<file path="config.mk">
export PLATFORM = sky130hd
export DESIGN_NAME = sbd_config_bank
export DESIGN_NICKNAME = d
export VERILOG_FILES = /design/src/sbd_config_bank.v
export VERILOG_INCLUDE_DIRS = /design/src /design/src/src
export SDC_FILE = /design/constraint.sdc
export NUM_CORES = 1
export LEC_CHECK = 0
export ABC_AREA = 0
export BUFFER_PORTS_ARGS = -buffer_cell sky130_fd_sc_hd__clkbuf_2
export CORE_ASPECT_RATIO = 0.5
export CORE_MARGIN = 2
export CORE_UTILIZATION = 42
export DETAILED_ROUTE_END_ITERATION = 16
export GPL_TIMING_DRIVEN = 0
export PLACE_DENSITY = 0.82
export SLEW_MARGIN = 20
export SYNTH_ARGS = -nofsm -noshare
export SYNTH_HDL_FRONTEND = slang
export SYNTH_SLANG_ARGS = --single-unit
</file>
<file path="constraint.sdc">
create_clock -name pclk -period 2.01 [get_ports pclk]
set_input_delay 0.402 -clock pclk [delete_from_list [all_inputs] [get_ports pclk]]
set_output_delay 0.402 -clock pclk [all_outputs]
set_load 0.005 [all_outputs]
</file>
<file path="src/sbd_defines.vh">
/*
  Register map, field layout and reset values for the second synthesizer
  divider and pump configuration bank.
  Assumes a 32-bit APB slave with one aligned word per register.
*/
`ifndef SBD_DEFINES_VH
`define SBD_DEFINES_VH

// Offsets are not all multiples of four, so they are word indices.
`define SBD_IDX_CTRL 7'h48
`define SBD_IDX_NDIV_HI 7'h49
`define SBD_IDX_NDIV_LO 7'h4a
`define SBD_IDX_NUM_TOP 7'h4b
`define SBD_IDX_NUM_MID 7'h4c
`define SBD_IDX_NUM_LOW 7'h4d
`define SBD_IDX_DEN_TOP 7'h4e
`define SBD_IDX_DEN_MID 7'h4f
`define SBD_IDX_DEN_LOW 7'h50

`define SBD_CP_MSB 3
`define SBD_CP_LSB 0
`define SBD_DBL_BIT 4
`define SBD_RSV5_BIT 5
`define SBD_NDIV_HI_MSB 3
`define SBD_TOP_MSB 5
`define SBD_BYTE_MSB 7
`define SBD_IDX_MSB 8
`define SBD_IDX_LSB 2
`define SBD_PAD_LSB 9

`define SBD_RST_CP 4'h8
`define SBD_RST_DBL 1'h1
`define SBD_RST_RSV5 1'h0
`define SBD_RST_NDIV_HI 4'h0
`define SBD_RST_NDIV_LO 8'h64
`define SBD_RST_TOP 6'h00
`define SBD_RST_BYTE 8'h00

`define SBD_NDIV_ZERO 12'h000
`define SBD_NDIV_ONE 12'h001
`define SBD_UA_CODE1 13'h0190
`define SBD_UA_CODE2 13'h0320
`define SBD_UA_CODE3 13'h04b0
`define SBD_UA_CODE4 13'h0640
`define SBD_UA_CODE5 13'h07d0
`define SBD_UA_CODE6 13'h0960
`define SBD_UA_CODE7 13'h0af0
`define SBD_UA_CODE8 13'h1900
`define SBD_CP_CODE8 4'h8

`endif

</file>
<file path="src/sbd_config_bank.v">
/*
  APB register bank holding the second synthesizer's doubler enable,
  charge pump current code, integer divider and fractional ratio.
  Assumes pclk at 100 MHz, presetn asynchronous active low, and an APB
  master that holds its request until pready is seen.
*/
// Implementation choice: register access over APB.
`timescale 1ns/1ps
`default_nettype none
`include "sbd_defines.vh"

module sbd_config_bank (
  // APB slave
  input wire pclk,
  input wire presetn,
  input wire psel,
  input wire penable,
  input wire pwrite,
  input wire [31:0] paddr,
  input wire [31:0] pwdata,
  input wire [3:0] pstrb,
  output wire pready,
  output wire pslverr,
  output reg [31:0] prdata,
  // Synthesizer configuration
  output wire ref_doubler_enable,
  output wire [3:0] synth_b_pump_current,
  output wire [12:0] synth_b_pump_current_ua,
  output wire [11:0] synth_b_int_divider,
  output wire [11:0] synth_b_divide_ratio,
  output wire [21:0] synth_b_frac_numerator,
  output wire [21:0] synth_b_frac_denominator
);

  reg [3:0] cp_r;
  reg [3:0] cp_nxt;
  reg dbl_r;
  reg dbl_nxt;
  reg rsv5_r;
  reg rsv5_nxt;
  reg [3:0] ndiv_hi_r;
  reg [3:0] ndiv_hi_nxt;
  reg [7:0] ndiv_lo_r;
  reg [7:0] ndiv_lo_nxt;
  reg [5:0] num_top_r;
  reg [5:0] num_top_nxt;
  reg [7:0] num_mid_r;
  reg [7:0] num_mid_nxt;
  reg [7:0] num_low_r;
  reg [7:0] num_low_nxt;
  reg [5:0] den_top_r;
  reg [5:0] den_top_nxt;
  reg [7:0] den_mid_r;
  reg [7:0] den_mid_nxt;
  reg [7:0] den_low_r;
  reg [7:0] den_low_nxt;
  reg [31:0] rdata_nxt;
  reg [31:0] prdata_nxt;

  wire [6:0] idx;
  wire addr_ok;
  wire hit;
  wire setup_phase;
  wire access_phase;
  wire wr_en;

  // Pump current in microamps for a code; unlisted codes give zero.
  function [12:0] pump_ua;
    input [3:0] code;
    begin
      case (code)
        4'h1: begin
          pump_ua = `SBD_UA_CODE1;
        end
        4'h2: begin
          pump_ua = `SBD_UA_CODE2;
        end
        4'h3: begin
          pump_ua = `SBD_UA_CODE3;
        end
        4'h4: begin
          pump_ua = `SBD_UA_CODE4;
        end
        4'h5: begin
          pump_ua = `SBD_UA_CODE5;
        end
        4'h6: begin
          pump_ua = `SBD_UA_CODE6;
        end
        4'h7: begin
          pump_ua = `SBD_UA_CODE7;
        end
        `SBD_CP_CODE8: begin
          pump_ua = `SBD_UA_CODE8;
        end
        default: begin
          pump_ua = 13'h0000;
        end
      endcase
    end
  endfunction

  // Marks the nine word indices that hold a register.
  function idx_mapped;
    input [6:0] index;
    begin
      case (index)
        `SBD_IDX_CTRL, `SBD_IDX_NDIV_HI, `SBD_IDX_NDIV_LO: begin
          idx_mapped = 1'b1;
        end
        `SBD_IDX_NUM_TOP, `SBD_IDX_NUM_MID, `SBD_IDX_NUM_LOW: begin
          idx_mapped = 1'b1;
        end
        `SBD_IDX_DEN_TOP, `SBD_IDX_DEN_MID, `SBD_IDX_DEN_LOW: begin
          idx_mapped = 1'b1;
        end
        default: begin
          idx_mapped = 1'b0;
        end
      endcase
    end
  endfunction

  // Places an eight-bit register in the low byte of a read word.
  function [31:0] byte_word;
    input [7:0] value;
    begin
      byte_word = 32'h00000000;
      byte_word[`SBD_BYTE_MSB:0] = value;
    end
  endfunction

  // Reserved bits above a six-bit field always read back as zero.
  function [31:0] top_word;
    input [5:0] value;
    begin
      top_word = 32'h00000000;
      top_word[`SBD_TOP_MSB:0] = value;
    end
  endfunction

  // A programmed divider of zero behaves as a divide by one.
  function [11:0] divide_ratio;
    input [11:0] value;
    begin
      if (value == `SBD_NDIV_ZERO) begin
        divide_ratio = `SBD_NDIV_ONE;
      end else begin
        divide_ratio = value;
      end
    end
  endfunction

  // A misaligned or out-of-range address is refused and never writes.
  assign idx = paddr[`SBD_IDX_MSB:`SBD_IDX_LSB];
  assign addr_ok = (paddr[31:`SBD_PAD_LSB] == 23'h000000) &&
    (paddr[1:0] == 2'h0);
  assign hit = addr_ok & idx_mapped(idx);
  assign setup_phase = psel & ~penable;
  assign access_phase = psel & penable;
  assign pready = 1'b1;
  assign pslverr = access_phase & ~hit;
  assign wr_en = access_phase & pwrite & hit & pstrb[0];

  // Read word for the addressed register.
  always @* begin
    rdata_nxt = 32'h00000000;
    case (idx)
      `SBD_IDX_CTRL: begin
        rdata_nxt[`SBD_CP_MSB:`SBD_CP_LSB] = cp_r;
        rdata_nxt[`SBD_DBL_BIT] = dbl_r;
        rdata_nxt[`SBD_RSV5_BIT] = rsv5_r;
      end
      `SBD_IDX_NDIV_HI: begin
        rdata_nxt[`SBD_NDIV_HI_MSB:0] = ndiv_hi_r;
      end
      `SBD_IDX_NDIV_LO: begin
        rdata_nxt = byte_word(ndiv_lo_r);
      end
      `SBD_IDX_NUM_TOP: begin
        rdata_nxt = top_word(num_top_r);
      end
      `SBD_IDX_NUM_MID: begin
        rdata_nxt = byte_word(num_mid_r);
      end
      `SBD_IDX_NUM_LOW: begin
        rdata_nxt = byte_word(num_low_r);
      end
      `SBD_IDX_DEN_TOP: begin
        rdata_nxt = top_word(den_top_r);
      end
      `SBD_IDX_DEN_MID: begin
        rdata_nxt = byte_word(den_mid_r);
      end
      `SBD_IDX_DEN_LOW: begin
        rdata_nxt = byte_word(den_low_r);
      end
      default: begin
        rdata_nxt = 32'h00000000;
      end
    endcase
  end

  // Read data is captured in the setup cycle so it is stable in the access.
  always @* begin
    prdata_nxt = prdata;
    if (setup_phase && !pwrite && hit) begin
      prdata_nxt = rdata_nxt;
    end else if (setup_phase) begin
      prdata_nxt = 32'h00000000;
    end
  end

  // A write changes only the defined bits of the addressed register.
  always @* begin
    cp_nxt = cp_r;
    dbl_nxt = dbl_r;
    rsv5_nxt = rsv5_r;
    ndiv_hi_nxt = ndiv_hi_r;
    ndiv_lo_nxt = ndiv_lo_r;
    num_top_nxt = num_top_r;
    num_mid_nxt = num_mid_r;
    num_low_nxt = num_low_r;
    den_top_nxt = den_top_r;
    den_mid_nxt = den_mid_r;
    den_low_nxt = den_low_r;
    if (wr_en) begin
      case (idx)
        `SBD_IDX_CTRL: begin
          cp_nxt = pwdata[`SBD_CP_MSB:`SBD_CP_LSB];
          dbl_nxt = pwdata[`SBD_DBL_BIT];
          rsv5_nxt = pwdata[`SBD_RSV5_BIT];
        end
        `SBD_IDX_NDIV_HI: begin
          ndiv_hi_nxt = pwdata[`SBD_NDIV_HI_MSB:0];
        end
        `SBD_IDX_NDIV_LO: begin
          ndiv_lo_nxt = pwdata[`SBD_BYTE_MSB:0];
        end
        `SBD_IDX_NUM_TOP: begin
          num_top_nxt = pwdata[`SBD_TOP_MSB:0];
        end
        `SBD_IDX_NUM_MID: begin
          num_mid_nxt = pwdata[`SBD_BYTE_MSB:0];
        end
        `SBD_IDX_NUM_LOW: begin
          num_low_nxt = pwdata[`SBD_BYTE_MSB:0];
        end
        `SBD_IDX_DEN_TOP: begin
          den_top_nxt = pwdata[`SBD_TOP_MSB:0];
        end
        `SBD_IDX_DEN_MID: begin
          den_mid_nxt = pwdata[`SBD_BYTE_MSB:0];
        end
        `SBD_IDX_DEN_LOW: begin
          den_low_nxt = pwdata[`SBD_BYTE_MSB:0];
        end
        default: begin
          cp_nxt = cp_r;
        end
      endcase
    end
  end

  // Every register loads its next value on each clock edge.
  always @(posedge pclk or negedge presetn) begin
    if (!presetn) begin
      prdata <= 32'h00000000;
      cp_r <= `SBD_RST_CP;
      dbl_r <= `SBD_RST_DBL;
      rsv5_r <= `SBD_RST_RSV5;
      ndiv_hi_r <= `SBD_RST_NDIV_HI;
      ndiv_lo_r <= `SBD_RST_NDIV_LO;
      num_top_r <= `SBD_RST_TOP;
      num_mid_r <= `SBD_RST_BYTE;
      num_low_r <= `SBD_RST_BYTE;
      den_top_r <= `SBD_RST_TOP;
      den_mid_r <= `SBD_RST_BYTE;
      den_low_r <= `SBD_RST_BYTE;
    end else begin
      prdata <= prdata_nxt;
      cp_r <= cp_nxt;
      dbl_r <= dbl_nxt;
      rsv5_r <= rsv5_nxt;
      ndiv_hi_r <= ndiv_hi_nxt;
      ndiv_lo_r <= ndiv_lo_nxt;
      num_top_r <= num_top_nxt;
      num_mid_r <= num_mid_nxt;
      num_low_r <= num_low_nxt;
      den_top_r <= den_top_nxt;
      den_mid_r <= den_mid_nxt;
      den_low_r <= den_low_nxt;
    end
  end

  assign ref_doubler_enable = dbl_r;
  assign synth_b_pump_current = cp_r;
  assign synth_b_pump_current_ua = pump_ua(cp_r);
  assign synth_b_int_divider = {ndiv_hi_r, ndiv_lo_r};
  assign synth_b_divide_ratio = divide_ratio(synth_b_int_divider);
  assign synth_b_frac_numerator = {num_top_r, num_mid_r, num_low_r};
  assign synth_b_frac_denominator = {den_top_r, den_mid_r, den_low_r};

endmodule
`default_nettype wire

</file>
# Yosys cells after proc, flatten, opt, wreduce, memory -nomap -nowiden
# Memory sizes are Yosys's and may differ from the RTL's.
# Cells that the tools add are included.
totals:
  regBits: 94
  latchBits: 0
  ramBits: 0
  rom_bits: 144
  input_bits: 73
  out_inout_bits: 120
  word_cells: 56
  memories: 1
classes:
  add_sub_neg: 0
  mul: 0
  div_mod_pow: 0
  n_lt_le_gt_ge: 0
  n_eq_ne: 9
  n_shift: 0
  n_mux: 7
  bitwise: 9
  n_reduce_logical: 18
memory_table:
  columns: ["memory", "depth", "word_bits", "rd", "rd_clocked_by_memory_dff", "wr", "line", "source"]
  rows:
  - ["(name not given)", 16, 9, 1, 0, 0, "sbd_config_bank.v:71", "case (code)"]
op_table:
  columns: ["op", "count"]
  rows:
  - ["$mux 32", 2]
  - ["$eq 7x7->1 const B", 9]
  - ["$pmux 4 s9", 1]
  - ["$logic_not 23->1", 1]
  - ["$reduce_and 2->1", 9]
  - ["$pmux 2 s8", 1]
  - ["$logic_not 12->1", 1]
  - ["$mux 12", 1]
  - ["$pmux 2 s5", 1]
  - ["$reduce_or 9->1", 1]
  - ["$and 1x1->1", 7]
  - ["$logic_and 1x1->1", 3]
  - ["$logic_not 2->1", 1]
  - ["$not 1->1", 2]
  - ["$reduce_bool 2->1", 1]
  - ["$logic_not 1->1", 1]
  - ["$mux 1", 1]

# Longest topological paths before layout
logic_depth:
  ltp_word: 7
  mapped_depth: 7
  mapped_depth_nobuf: 5

# Worst setup path after synthesis
# Ideal clock, no wire load.
synth_timing:
  path_kind: "input port to flip-flop"
  startpoint: "input port paddr[2]"
  endpoint: "register den_mid_r[5]"
  setup_ns: 0.128
  arrival_time_ns: 1.996
  required_time_ns: 1.882
  path_slack_ns: -0.114
  stages: 7
  n_path_buf: 2
  path_cell_list: "buf_2 -> nor4b_4 -> a22oi_2 -> nor3_2 -> buf_6 -> nand4_4 -> mux2_1"
synth_between:
  elab_chain_len: 7
  word_cells_on_any_way: 15
  cone_classes: "9 x eq/ne; 1 x mux; 3 x bitwise; 2 x reduce/logical"
synth_rtl:
  columns: ["item", "line", "source"]
  rows:
  - ["start, declared", "sbd_config_bank.v:19", "input wire [31:0] paddr,"]
  - ["$eq 7x7->1 (on tied branches)", "sbd_config_bank.v:107, sbd_config_bank.v:228", null]
  - ["$reduce_or 9->1 (no line)", null, null]
  - ["$mux 1", "sbd_config_bank.v:107", "case (index)"]
  - ["$and 1x1->1", "sbd_config_bank.v:158", "assign hit = addr_ok & idx_mapped(idx);"]
  - ["$and 1x1->1 (2 in series)", "sbd_config_bank.v:163", "assign wr_en = access_phase & pwrite & hit & pstrb[0];"]
  - ["$reduce_and 2->1 (no line) *", null, null]
  - ["end signal, assigned", "sbd_config_bank.v:278", "den_mid_r <= `SBD_RST_BYTE;"]
  - ["end signal, assigned", "sbd_config_bank.v:291", "den_mid_r <= den_mid_nxt;"]
  - ["end, declared", "sbd_config_bank.v:53", "reg [7:0] den_mid_r;"]
# Every way passes the cells marked *; elsewhere a longest branch is shown, timed or not.
# A chain may end at the register's enable or synchronous reset.

# Worst setup path after layout
layout_timing:
  startpoint: "input port paddr[3]"
  endpoint: "output port pslverr"
layout_between:
  elab_chain_len: 6
  word_cells_on_any_way: 14
  cone_classes: "9 x eq/ne; 1 x mux; 3 x bitwise; 1 x reduce/logical"
layout_rtl:
  columns: ["item", "line", "source"]
  rows:
  - ["$eq 7x7->1", "sbd_config_bank.v:107", null]
  - ["$reduce_or 9->1 (no line) *", null, null]
  - ["$mux 1 *", "sbd_config_bank.v:107", null]
  - ["$and 1x1->1 *", "sbd_config_bank.v:158", null]
  - ["$not 1->1 *", "sbd_config_bank.v:162", "assign pslverr = access_phase & ~hit;"]
  - ["$and 1x1->1 *", "sbd_config_bank.v:162", null]
  - ["end, declared", "sbd_config_bank.v:23", "output wire pslverr,"]
# Marked as above.

==> impl_results.md <==
- Status: finished with violations
- Failing checks: setup timing
- Maximum VDD drop: 420 uV
- Sequential area share after synthesis: 46.3%
- Power per Cell Area: 622 mW/mm^2
- Vias in the first global route: 3299
- Top sig layer: met4
- DRC Markers: 0
- Min Tclk post-route: 2030 ps
- Synthesized instance count: 316
- DP Area: 0.00476 sq mm
- Max Freq: 492 MHz
- Setup crit end kind: output pin
- Rows: 24
- Async set-reset flop share out of synthesis: 100%
- Vert. Die Dim: 71.2 um
- WL/cell: 19.1 um
- RD Place Congestion: 0.895
- CP Launch Type: primary input
- Vias per inst: 5.54
- Root Driver: clkbuf_16
- Max incr delay on CP: 400 ps
- Worst-path fanout max: 7
- Post-route clock period utilization: 101%
- CP max-delay cell: nor4b_4
- First-pass GRT wire length: 17.9 mm
- Max cap viols: 0
- Slew Limit Headroom: 49.7%
- Worst hold-check path type: in -> reg
- Die width: 138 um
- Vias: 3454
- Dominant synthesized flop cell: dfrtp_1
- Worst slew pin tran: 753 ps
- Die Area: 0.00986 sq mm
- Wl on met1: 4.63 mm
- Clk_skew: 4.07 ps
- Hold Fails Final Rpt: 0
- CTS Buf Count: 9
- CP arrival: 1630 ps
- Port bufs: 135
- Post-DRT Antenna Nets: 0
- Max Slew Vio Count: 0
- I/O pin count: 193
- Critical Path RT: 1610 ps
- Initial DRC count: 267
- Finished Layout Cells: 623
- Starting Density: 43.4%
- Routed Wire Length: 11.9 mm
- N_diodes: 0
- Largest net degree at the start of global routing: 52
- Clock tree buffer depth: 2
- Initial antenna violation count: 0
- Worst Setup Slack, final: -23.7 ps
- Total power: 3.27 mW
- Post-Layout Inst Area: 0.00526 sq mm
- TritonCTS clock tree: built
- Setup violators final: 1
- Crit path kind: in -> out
- Clock sink count: 70
- Clock slew at reported path FFs: 50 ps
- Share of cells above drive strength 1: 57.5%
- Met3 WL post-DR: 1.20 mm
- Leak: 2.82 nW
- Metal2 WL: 5.60 mm
- CP bufs+invs: 3
- Placed Cells: 596
- Worst path top cell family by delay: simple AND/OR/NAND/NOR gates
- Total grt overflow: 0
- All-Layer GR Usage: 23.6%
- Worst-path cell chain: buf_2, nor4b_4, a22oi_2, nor3_2, buf_6, nor2_1, clkbuf_2
- Count of warnings emitted by yosys: 0
- Nets: 579
- H-tree levels: 3
- Area growth, synth to finish: 38.7%
- RSZ-0062 raised after global routing: true
- Seq cells post-synth: 70
- Core region area: 0.00874 sq mm
- HPWL Detailed: 8.40 mm
- Post-Syn Area: 0.00379 sq mm
- DR pass1 iterations: 5
- Clk Latency, worst-skew pair: 330 ps
- Post-synth EDFFs: 0
- Avg Inst Size Synth: 12.0 sq um
- Synth unique cells: 53
- Layout fillers: 681
[routing by layer]
layer | up-vias | track usage [%]
met1 | 1664 | 29.5
li1 | 1491 | -
met3 | 47 | 7.04
met5 | - | 0
met2 | 252 | 38.4
met4 | 0 | 10.8
[cells in the mapped netlist, drive strengths merged, types with 2 or more instances]
cell	instances	area share, %
a221oi	3	0.69
a222oi	4	1.1
a22o	8	1.8
a22oi	10	2.1
a32oi	2	0.46
and2	5	0.82
buf	35	6.7
clkbuf	16	1.6
conb	2	0.20
dfrtp	65	43
dfstp	5	3.5
ha	4	1.3
inv	3	0.30
mux2	63	19
mux2i	6	1.6
nand2	13	1.3
nand2b	2	0.33
nand3	6	1.4
nand4	6	2.6
nor2	13	1.4
nor2b	5	0.82
nor3	5	1.1
nor3b	2	0.40
nor4	7	1.2
nor4bb	2	0.53
o21ai	6	0.79
o22ai	2	0.33
o2bb2ai	2	0.46
[stage by stage]
| step | setup WS (ps) | TNS (ps) | util (%) | hold slack [ps] |
|---|---|---|---|---|
| after floorplan | -77.2 | -1900 | - | 106 |
| after global placement | -631 | -32660 | 54.1 | 472 |
| after detailed placement | -711 | -37160 | 54.5 | 337 |
| after CTS | 20.3 | 0 | 59.5 | 390 |
| after global routing | -73.8 | -517 | 60.2 | 399 |
| final | -23.7 | -23.7 | 60.2 | 390 |
[state kept, by name, summed over array words and instances (netlist names), 4 cells and up]
register              cells
num_mid_r                 8
den_top_r                 6
ndiv_hi_r                 4
num_top_r                 6
num_low_r                 8
den_low_r                 8
synth_b_pump_current      4
prdata                    8
den_mid_r                 8
ndiv_lo_r                 8
[cell usage in the layout, fill, tap and decap left out, drive strengths merged, types with 3 or more instances in the layout]
cell type	instances
nor4	7
a22o	8
o21ai	6
nor2b	5
buf	50
a222oi	4
a221oi	3
nor2	13
inv	3
mux2	63
ha	4
clkbuf	162
and2	5
mux2i	6
dfrtp	65
nand2	13
nand3	6
dfstp	5
nand4	6
nor3	5
conb	29
a22oi	10
[power by group]
| group | total (mW) | internal, mW | switching, mW |
|---|---|---|---|
| clock network | 1.62 | 1.06 | 0.560 |
| logic | 0.246 | 0.104 | 0.142 |
| registers | 1.41 | 1.41 | 0.000000000147 |
| total | 3.27 | 2.57 | 0.702 |
[final timing paths]
path                                     startpoint  cells past startpoint                  endpoint  slack, ps
min in group asynchronous                   presetn                      2  num_mid_r[5]$_DFFE_PN0P_        550
hold / removal                            pwdata[6]                      2  num_mid_r[6]$_DFFE_PN0P_        390
setup reg to reg           den_mid_r[2]$_DFFE_PN0P_                      4     prdata[2]$_DFFE_PN0P_        330
max in group asynchronous                   presetn                      3  ndiv_lo_r[2]$_DFFE_PN1P_        860
hold reg to reg               prdata[2]$_DFFE_PN0P_                      2     prdata[2]$_DFFE_PN0P_        480
setup / recovery                           paddr[3]                      7                   pslverr        -20
[area by class of cell]
class / count / area, sq um / area share [%]
Clock inverter: 1 / 30.0 / 0.571
Inverter: 3 / 11.3 / 0.214
Tap cell: 117 / 146 / 2.78
Buffer: 49 / 318 / 6.04
Sequential cell: 70 / 1760 / 33.4
Clock buffer: 14 / 274 / 5.21
Timing Repair Buffer: 150 / 838 / 15.9
Multi-Input combinational cell: 219 / 1890 / 35.8
[cells by family after synthesis]
family,share of synthesized area (%)
buf+inv,8.54
fa+ha+maj,1.32
flops,46.3
compound gates,9.60
simple gates,13.1
other cells,0.198
mux,20.9
[what timing repair did]
item / in CTS / in global routing
resized for setup: 7 / 13
pin swaps: 6 / 5
hold buffers: 1 / 0
hold endpoints to repair: 17 / 0
buffers inserted: 11 / 2
setup endpoints to repair: 65 / 56
gates cloned: 0 / 0
No activity file was read; power rests on OpenSTA's default activity.
